--- config.mk ---
export PLATFORM = sky130hd
export DESIGN_NAME = lhbp_port
export DESIGN_NICKNAME = d
export VERILOG_FILES = /design/src/design/lhbp_pkg.sv /design/src/design/lhbp_port.sv
export SDC_FILE = /design/constraint.sdc
export NUM_CORES = 1
export LEC_CHECK = 0
export BUFFER_PORTS_ARGS = -buffer_cell sky130_fd_sc_hd__buf_2
export CELL_PAD_IN_SITES_DETAIL_PLACEMENT = 1
export CELL_PAD_IN_SITES_GLOBAL_PLACEMENT = 1
export CORE_UTILIZATION = 40
export DETAILED_ROUTE_END_ITERATION = 8
export GPL_TIMING_DRIVEN = 0
export PLACE_DENSITY = 0.9
export SYNTH_ARGS = -nofsm -noshare
export SYNTH_HDL_FRONTEND = slang
export SYNTH_SLANG_ARGS = --single-unit
export TNS_END_PERCENT = 30
--- constraint.sdc ---
create_clock -name clk_in -period 4 [get_ports clk_in]
set_input_delay 0.6 -clock clk_in [delete_from_list [all_inputs] [get_ports clk_in]]
set_output_delay 0.6 -clock clk_in [all_outputs]
set_load 0.03 [all_outputs]
--- src/design/lhbp_pkg.sv ---
// Package for the host bus port: constants, bit positions, carrier structs.
// Assumes one 10 MHz clock domain; pin inputs synchronous except ready and grant acknowledge.
package lhbp_pkg;
  localparam int          LHBP_CLK_HZ           = 10_000_000;
  localparam int          LHBP_ADDR_W           = 24;
  localparam int          LHBP_DATA_W           = 16;
  localparam int          LHBP_HIGH_W           = 8;
  localparam int          LHBP_STOP_BIT         = 2;
  localparam int          LHBP_INIT_BIT         = 0;
  localparam int          LHBP_STRT_BIT         = 1;
  localparam int          LHBP_INIT_DONE_FLAG_BIT         = 8;
  localparam int          LHBP_TXD_BIT          = 9;
  localparam int          LHBP_RXD_BIT          = 10;
  localparam int          LHBP_MEMORY_ERROR_FLAG_BIT         = 11;
  localparam int          LHBP_MISS_BIT         = 12;
  localparam int          LHBP_BABBLE_ERROR_FLAG_BIT         = 14;
  localparam int          LHBP_ERR_BIT          = 15;
  localparam int          LHBP_ATT_BIT          = 7;
  localparam int          LHBP_AEN_BIT          = 6;
  localparam int          LHBP_PFS_BIT          = 0;
  localparam logic [15:0] LHBP_CSZ_RST          = 16'h0004;
  localparam logic [15:0] LHBP_CS3_RST          = 16'h0000;
  localparam logic [1:0]  LHBP_RAP_RST          = 2'h0;
  localparam logic [15:0] LHBP_FLAG_W1C         = 16'h5f00;
  localparam logic [15:0] LHBP_ATT_SRC          = 16'h5f00;

  typedef struct packed {
    logic                   req;
    logic                   write;
    logic [LHBP_ADDR_W-1:0] addr;
    logic [LHBP_DATA_W-1:0] wdata;
  } lhbp_dma_req_s;

  typedef struct packed {
    logic       init_done;
    logic       tx_done;
    logic       rx_done;
    logic       mem_err;
    logic       missed;
    logic       babble;
  } lhbp_event_s;
endpackage

--- src/design/lhbp_port.sv ---
// Host bus port: master DMA cycles, bus request/grant, slave register access.
// Assumes a testbench resolves open-drain and three-state pins from enables.
// Functional notes
// - Address phase drives low 16 bits on mux lines, upper 8 on high lines.
// - Data phase carries read or write data, as master and as slave.
// - Inbound transceiver control low in read data phase, high for writes.
// - Outbound control low only in read address phase, low through a write.
// - Data strobe high in address phase, low in data phase as master.
// - Mastership begins only when grant acknowledge goes low after request.
// - No new request until grant acknowledge has returned high.
// - Request pulled low when memory access needed, held for the whole transaction.
// - Control three bit 0 selects request pin role; reset clears it.
// - Sample shared request line; request only when it is high.
// - Attention active while any source flag set and enable bit 6 set.
// - Status zero bit 7 shows any interrupt condition regardless of enable.
// - As master, direction high for memory read, low for memory write.
// - As slave, direction high means device drives data, low means device takes.
// - Master accepts asynchronous ready from memory as data accepted or valid.
// - Slave asserts ready on the same edge as the read data or the write; releases after strobe high.
// - Reset stops everything, floats three-state outputs, sets stop bit.
// - Master addresses are 24-bit linear across mux and high lines.
// - Interrupt causes: init, receive, transmit, babble, missed, memory error.
// - Port select low picks data port, high picks pointer, used only with chip select.
module lhbp_port
  import lhbp_pkg::*;
(
  input  wire logic                   clk_in,
  input  wire logic                   rst_in,
  input  wire lhbp_dma_req_s          dma_req_in,
  input  wire lhbp_event_s            event_in,
  output logic                        dma_done_out,
  output logic [LHBP_DATA_W-1:0]      dma_rdata_out,
  input  wire logic [LHBP_DATA_W-1:0] mad_in,
  output logic [LHBP_DATA_W-1:0]      mad_out,
  output logic                        mad_oe_out,
  output logic [LHBP_HIGH_W-1:0]      high_address_lines_out,
  output logic                        high_oe_out,
  output logic                        inbound_xcvr_ctl_out,
  output logic                        outbound_xcvr_ctl_out,
  output logic                        xcvr_oe_out,
  input  wire logic                   data_phase_strobe_in,
  output logic                        data_phase_strobe_out,
  output logic                        strobe_oe_out,
  input  wire logic                   direction_in,
  output logic                        direction_out,
  output logic                        direction_oe_out,
  input  wire logic                   ready_in,
  output logic                        ready_oe_out,
  input  wire logic                   grant_ack_in,
  input  wire logic                   chain_bus_request_in,
  output logic                        chain_bus_request_oe_out,
  input  wire logic                   chip_select_n_in,
  input  wire logic                   port_select_in,
  output logic                        attention_oe_out,
  output logic                        stop_out,
  output logic                        pin_function_select_out
);
  typedef enum logic [2:0] {M_IDLE, M_WAIT, M_ADDR, M_DATA, M_END, M_RELEASE} lhbp_mst_e;
  lhbp_mst_e        mst_r;
  logic [1:0]       rdy_sync_r;
  logic [1:0]       gnt_sync_r;
  logic [15:0]      csz_r;
  logic [15:0]      cs1_r;
  logic [15:0]      cs2_r;
  logic [15:0]      cs3_r;
  logic [1:0]       rap_r;
  logic             slv_busy_r;
  logic             rdy_n;
  logic             gnt_n;
  logic             att_any;
  logic [15:0]      reg_rdata;
  logic [15:0]      csz_view;
  logic [15:0]      ev_vec;
  logic             wr_strobe;

  // Synchronisers
  always_ff @(posedge clk_in or posedge rst_in) begin
    if (rst_in) begin
      rdy_sync_r <= 2'h3;
      gnt_sync_r <= 2'h3;
    end else begin
      rdy_sync_r <= {rdy_sync_r[0], ready_in};
      gnt_sync_r <= {gnt_sync_r[0], grant_ack_in};
    end
  end
  assign rdy_n = rdy_sync_r[1];
  assign gnt_n = gnt_sync_r[1];

  // Event vector
  always_comb begin
    ev_vec                = 16'h0000;
    ev_vec[LHBP_INIT_DONE_FLAG_BIT] = event_in.init_done;
    ev_vec[LHBP_TXD_BIT]  = event_in.tx_done;
    ev_vec[LHBP_RXD_BIT]  = event_in.rx_done;
    ev_vec[LHBP_MEMORY_ERROR_FLAG_BIT] = event_in.mem_err;
    ev_vec[LHBP_MISS_BIT] = event_in.missed;
    ev_vec[LHBP_BABBLE_ERROR_FLAG_BIT] = event_in.babble;
  end
  assign att_any = |(csz_r & LHBP_ATT_SRC);

  always_comb begin
    csz_view               = csz_r;
    csz_view[LHBP_ATT_BIT] = att_any;
    csz_view[LHBP_ERR_BIT] = |(csz_r & 16'h5800);
  end

  // Slave read mux
  always_comb begin
    reg_rdata = 16'h0000;
    if (port_select_in) begin
      reg_rdata = {14'h0000, rap_r};
    end else begin
      case (rap_r)
        2'h0:    reg_rdata = csz_view;
        2'h1:    reg_rdata = cs1_r;
        2'h2:    reg_rdata = cs2_r;
        2'h3:    reg_rdata = cs3_r;
        default: reg_rdata = 16'h0000;
      endcase
    end
  end

  // Slave cycle: chip select low, strobe low, never while bus is granted
  assign wr_strobe = !chip_select_n_in && !data_phase_strobe_in && !direction_in
                     && !slv_busy_r && (mst_r == M_IDLE);

  always_ff @(posedge clk_in or posedge rst_in) begin
    if (rst_in) begin
      slv_busy_r   <= 1'b0;
      ready_oe_out <= 1'b0;
    end else if (!chip_select_n_in && !data_phase_strobe_in && mst_r == M_IDLE) begin
      slv_busy_r   <= 1'b1;
      ready_oe_out <= 1'b1;
    end else if (data_phase_strobe_in || chip_select_n_in) begin
      slv_busy_r   <= 1'b0;
      ready_oe_out <= 1'b0;
    end
  end

  always_ff @(posedge clk_in or posedge rst_in) begin
    if (rst_in) begin
      mad_out    <= 16'h0000;
      mad_oe_out <= 1'b0;
    end else if (mst_r == M_WAIT && !gnt_n) begin
      mad_out    <= dma_req_in.addr[15:0];
      mad_oe_out <= 1'b1;
    end else if (mst_r == M_ADDR || mst_r == M_DATA) begin
      mad_out    <= dma_req_in.wdata;
      mad_oe_out <= dma_req_in.write;
    end else if (!chip_select_n_in && direction_in && mst_r == M_IDLE) begin
      mad_out    <= reg_rdata;
      mad_oe_out <= 1'b1;
    end else begin
      mad_oe_out <= 1'b0;
    end
  end

  // Register writes; hardware set wins over software clear
  always_ff @(posedge clk_in or posedge rst_in) begin
    if (rst_in) begin
      csz_r <= LHBP_CSZ_RST;
      cs1_r <= 16'h0000;
      cs2_r <= 16'h0000;
      cs3_r <= LHBP_CS3_RST;
      rap_r <= LHBP_RAP_RST;
    end else begin
      if (wr_strobe && port_select_in) begin
        rap_r <= mad_in[1:0];
      end
      if (wr_strobe && !port_select_in) begin
        case (rap_r)
          2'h0: begin
            csz_r <= (csz_r & ~(mad_in & LHBP_FLAG_W1C)) | ev_vec;
            csz_r[LHBP_AEN_BIT] <= mad_in[LHBP_AEN_BIT];
            if (mad_in[LHBP_STOP_BIT]) begin
              csz_r[LHBP_STOP_BIT] <= 1'b1;
            end else if (mad_in[LHBP_INIT_BIT] || mad_in[LHBP_STRT_BIT]) begin
              csz_r[LHBP_STOP_BIT] <= 1'b0;
            end
          end
          2'h1: if (csz_r[LHBP_STOP_BIT]) cs1_r <= mad_in;
          2'h2: if (csz_r[LHBP_STOP_BIT]) cs2_r <= {8'h00, mad_in[7:0]};
          2'h3: if (csz_r[LHBP_STOP_BIT]) cs3_r <= {13'h0000, mad_in[2:0]};
          default: ;
        endcase
        if (rap_r != 2'h0) begin
          csz_r <= csz_r | ev_vec;
        end
      end else begin
        csz_r <= csz_r | ev_vec;
      end
    end
  end

  // Master sequencer
  always_ff @(posedge clk_in or posedge rst_in) begin
    if (rst_in) begin
      mst_r <= M_IDLE;
    end else begin
      case (mst_r)
        M_IDLE: if (dma_req_in.req && !csz_r[LHBP_STOP_BIT] && gnt_n
                    && chip_select_n_in && chain_bus_request_in) mst_r <= M_WAIT;
        M_WAIT: if (!gnt_n) mst_r <= M_ADDR;
        M_ADDR: mst_r <= M_DATA;
        M_DATA: if (!rdy_n) mst_r <= M_END;
        M_END:  mst_r <= M_RELEASE;
        M_RELEASE: if (gnt_n) mst_r <= M_IDLE;
        default: mst_r <= M_IDLE;
      endcase
    end
  end

  // Master pin drive
  always_ff @(posedge clk_in or posedge rst_in) begin
    if (rst_in) begin
      chain_bus_request_oe_out <= 1'b0;
      high_address_lines_out   <= 8'h00;
      high_oe_out              <= 1'b0;
      inbound_xcvr_ctl_out     <= 1'b1;
      outbound_xcvr_ctl_out    <= 1'b1;
      xcvr_oe_out              <= 1'b0;
      data_phase_strobe_out    <= 1'b1;
      strobe_oe_out            <= 1'b0;
      direction_out            <= 1'b0;
      direction_oe_out         <= 1'b0;
      dma_done_out             <= 1'b0;
      dma_rdata_out            <= 16'h0000;
    end else begin
      chain_bus_request_oe_out <= (mst_r == M_IDLE && dma_req_in.req && !csz_r[LHBP_STOP_BIT]
                                   && gnt_n && chip_select_n_in && chain_bus_request_in)
                                  || mst_r == M_WAIT || mst_r == M_ADDR
                                  || mst_r == M_DATA;
      high_oe_out           <= (mst_r == M_WAIT && !gnt_n) || mst_r == M_ADDR
                               || mst_r == M_DATA;
      high_address_lines_out <= dma_req_in.addr[23:16];
      xcvr_oe_out           <= (mst_r == M_WAIT && !gnt_n) || mst_r == M_ADDR
                               || mst_r == M_DATA;
      inbound_xcvr_ctl_out  <= !(!dma_req_in.write && (mst_r == M_ADDR
                               || (mst_r == M_DATA && rdy_n)));
      outbound_xcvr_ctl_out <= !(dma_req_in.write || (mst_r == M_WAIT && !gnt_n));
      strobe_oe_out         <= (mst_r == M_WAIT && !gnt_n) || mst_r == M_ADDR
                               || mst_r == M_DATA;
      data_phase_strobe_out <= !(mst_r == M_ADDR || (mst_r == M_DATA && rdy_n));
      direction_oe_out      <= (mst_r == M_WAIT && !gnt_n) || mst_r == M_ADDR
                               || mst_r == M_DATA;
      direction_out         <= !dma_req_in.write;
      dma_done_out          <= (mst_r == M_DATA && !rdy_n);
      if (mst_r == M_DATA && !rdy_n && !dma_req_in.write) begin
        dma_rdata_out <= mad_in;
      end
    end
  end

  // Attention, stop and mode outputs
  always_ff @(posedge clk_in or posedge rst_in) begin
    if (rst_in) begin
      attention_oe_out        <= 1'b0;
      stop_out                <= 1'b1;
      pin_function_select_out <= 1'b0;
    end else begin
      attention_oe_out        <= att_any && csz_r[LHBP_AEN_BIT];
      stop_out                <= csz_r[LHBP_STOP_BIT];
      pin_function_select_out <= cs3_r[LHBP_PFS_BIT];
    end
  end
endmodule

==> implementation parameters <==
Parameter                              Value

Run status
  Run status ... completed

Global routing
  Met2 usage in global routing ... 40.0%
  Antenna violations before repair ... 0
  Met1 track demand over resource ... ~27%
  Largest net degree at the start of global routing ... 70
  Total Routing Usage GR ... approximately 23%
  Met3 track demand over resource in global routing ... between 3 and 4%
  Busiest layer in global routing ... met2
  Via count of the first global-routing pass ... between 3k and 4k
  First-pass GRT wire length ... around 19000 um
  Remaining global-route overflow ... 0

Clock network
  Number of resized instances in the post-cts repair step ... 0
  Quantity of hold-fixing buffers added after cts ... 0
  Clock tree from TritonCTS ... done
  Clk sinks ... 96
  Clk Latency, worst-skew pair ... 0.38 ns
  Num CTS Buffers ... 9
  Depth of the CTS H-tree ... 3
  Clock transition at path regs ... around 0.1 ns
  Post CTS Setup Buffer Count ... 0
  Root buffer selected by CTS ... sky130_fd_sc_hd__clkbuf_8
  Max clock buf depth ... 2

Finish
  Utilization after layout ... between 50% and 60%
  Synthesis-to-layout area growth ... 26.6%
  Final nets ... 543
  Layout cells sized above 1 ... 45.1%
  Final non-filler cell total ... between 600 and 700
  Final standard cell area without fillers ... roughly 5200 um^2
  Antenna Cells ... 0

STA
  Setup TNS ... 0 ns
  Post-layout minimum cycle time ... around 2.4 ns
  RSZ-0062 raised after global routing ... no
  Clock tree skew after final layout ... approximately 0.011 ns
  Crit path setup slack, layout ... about 1.6 ns
  Remaining max-slew budget at the tightest pin ... around 44%
  Crit share post-route ... 60.7%
  Final Hold Vio Count ... 0
  Final setup vio count ... 0
  Achievable clock frequency ... between 400 and 500 MHz
  Hold WS ... just over 0.2 ns
  Worst Tran Pin Value ... between 0.8 and 0.9 ns
  Max-slew violations ... 0

Routing
  Routed WL per cell ... 19.1 um
  Post-detailed-route via-to-cell ratio ... around 5.3
  Antenna-violating nets left ... 0
  Total wire length after detailed routing ... between 10000 and 15000 um
  Routed via count ... between 3k and 4k
  Number of search-and-repair iterations in the first detailed-routing pass ... 4
  Initial drt markers ... between 100 and 150
  Drc violations ... 0

Setup path
  Family with the most delay on the worst path ... simple AND/OR/NAND/NOR gates
  Logic depth of the worst register-to-register path ... 5
  Critical Path, Cell by Cell ... nor2b_1 > nand2_1 > nor2_1 > buf_2 > mux2_2
  Type of origin of the critical path ... flip-flop
  Delay of the slowest critical-path stage ... roughly 0.67 ns
  Arrival time of data at the critical path endpoint ... approximately 2.7 ns
  Data required time of the critical path ... approximately 4.3 ns
  Critical path fanouts, max ... 10
  Setup crit end kind ... flip-flop
  Highest-delay cell along the critical path ... sky130_fd_sc_hd__nor2_1
  Setup crit start ... mst_r[1]
  Crit. path cell count ... 5
  Count of buffer and inverter cells on the critical path ... 1
  Startpoint of the most critical register-to-register path ... mst_r[1]
  CP Class ... flip-flop to flip-flop

Logic synthesis
  Combined area of all synthesized cells ... approximately 4100 um^2
  Total nets after synthesis ... around 400
  Sequential cell area fraction in the yosys report ... approximately three fifths
  Register bit total from synthesis ... 96
  Post-synth top flop ... sky130_fd_sc_hd__dfrtp_1
  EDFF count, synth ... 0
  Yosys cell types ... between 40 and 50
  Synthesized area per cell ... around 12 um^2
  Ys Warns ... 0
  Number of standard cells after synthesis ... approximately 330
  FFs w/ async S/R, synth ... 100%

Power and ir drop
  Leakage ... between 2 and 3 nW
  Total power of the final layout ... 3.89 mW
  Peak VDD IR ... between 0.2 and 0.3 mV
  Power per cell area ... about 740 nW/um^2

Place
  DPL Wire Length ... a little under 9000 um
  Post-DP Area ... between 4000 and 5000 um^2
  Port-buffer cells ... between 100 and 150
  Final estimated routing congestion in global placement ... about 0.85
  Cells after DPL ... ~590
  Worst slack, placed ... 1.53 ns

Floorplanning
  Initial Utilization ... 41.7%
  Count of standard-cell rows ... 36
  Core outline area ... just under 10000 um^2
  Overall die width ... 104 um
  Die Ht ... roughly 100 um
  Area enclosed by the die boundary ... approximately 11000 um^2
  Number of primary I/O pins ... between 100 and 150

Min path
  Worst min-delay path category ... input port to async pin

Flow run
  Max-cap violation count ... 0
## worst paths after layout
kind / slack, ns / end
worst max-delay path: 1.57 / dma_rdata_out[0]
worst min-delay path: 0.21 / cs1_r[0]
worst max register to register: 1.57 / dma_rdata_out[0]
worst min register to register: 0.36 / gnt_sync_r[1]
max in group asynchronous: 3.12 / csz_r[2]
min in group clk_in: 0.32 / high_address_lines_out[4]
## registers in the layout, summed over array words and instances, names as in the netlist, 2 cells and up
name	flops
cs2_r	8
dma_rdata_out	16
cs1_r	16
mad_out	16
rap_r	2
csz_r	8
high_address_lines_out	8
mst_r	3
cs3_r	3
rdy_sync_r	2
gnt_sync_r	2
## cells in the mapped netlist, types with 2 or more instances
cell type,number,area (um^2)
sky130_fd_sc_hd__o21a_1,2,15.0
sky130_fd_sc_hd__mux2_4,10,150
sky130_fd_sc_hd__buf_1,2,7.51
sky130_fd_sc_hd__nor4_1,2,12.5
sky130_fd_sc_hd__buf_4,3,22.5
sky130_fd_sc_hd__nor3b_1,2,15.0
sky130_fd_sc_hd__nor3_1,12,60.1
sky130_fd_sc_hd__o31ai_1,13,97.6
sky130_fd_sc_hd__a21o_1,6,45.0
sky130_fd_sc_hd__nand2_1,30,113
sky130_fd_sc_hd__o21ai_0,7,35.0
sky130_fd_sc_hd__dfstp_2,9,236
sky130_fd_sc_hd__a22o_1,3,26.3
sky130_fd_sc_hd__mux2i_1,7,70.1
sky130_fd_sc_hd__clkbuf_1,12,45.0
sky130_fd_sc_hd__buf_2,2,10.0
sky130_fd_sc_hd__nor2b_1,7,43.8
sky130_fd_sc_hd__a21oi_1,7,35.0
sky130_fd_sc_hd__a222oi_1,2,20.0
sky130_fd_sc_hd__a2111oi_0,4,35.0
sky130_fd_sc_hd__dfrtp_1,87,2180
sky130_fd_sc_hd__and3_1,6,37.5
sky130_fd_sc_hd__inv_1,6,22.5
sky130_fd_sc_hd__mux2_2,36,405
sky130_fd_sc_hd__a211oi_1,7,52.6
sky130_fd_sc_hd__nand2b_1,3,18.8
sky130_fd_sc_hd__nor2_1,19,71.3
sky130_fd_sc_hd__nor4b_1,4,35.0
## worst register-to-register path, cell delays in order (launching register included)
cell and delay (ns):
sky130_fd_sc_hd__dfrtp_1 0.39, sky130_fd_sc_hd__nor2b_1 0.34, sky130_fd_sc_hd__nand2_1 0.15, sky130_fd_sc_hd__nor2_1 0.67, sky130_fd_sc_hd__buf_2 0.39, sky130_fd_sc_hd__mux2_2 0.37
## cells by family after synthesis
logic type	Yosys count	share of synthesized area (%)
DFF	96	58.4
AOI/OAI and AO/OA	57	10.1
muxes	54	15.7
and+or+nand+nor	98	13.0
buffers and inverters	26	2.87
## final cells by class
type	instances	area (um^2)
tap	133	166
multi-input combinational	209	1600
timing repair buffer	128	663
fill	1106	4670
clock buffer	10	128
inverter	6	25.0
clock inverter	6	140
buffer	20	96.3
sequential	96	2410
## report_power, final
part	internal, mW	total, mW	switching [mW]
Sequential	1.24	1.39	0.150
Combinational	0.555	1.67	1.11
Clock	0.484	0.832	0.348
## cell usage in the layout, fill, tap and decap left out, drive strengths merged, types with 9 or more instances in the layout
master,n
clkbuf,22
nand2,32
dfstp,9
nor2,19
buf,136
mux2,46
dfrtp,87
nor3,12
o31ai,13
## layer usage
| layer | up-vias | share of wire [%] |
|---|---|---|
| met1 | 1641 | 43 |
| met4 | 0 | 2.5 |
| li1 | 1471 | - |
| met5 | - | 0 |
| met3 | 21 | 3.9 |
| met2 | 103 | 51 |
Note: power is estimated with default switching activity, not from simulation.
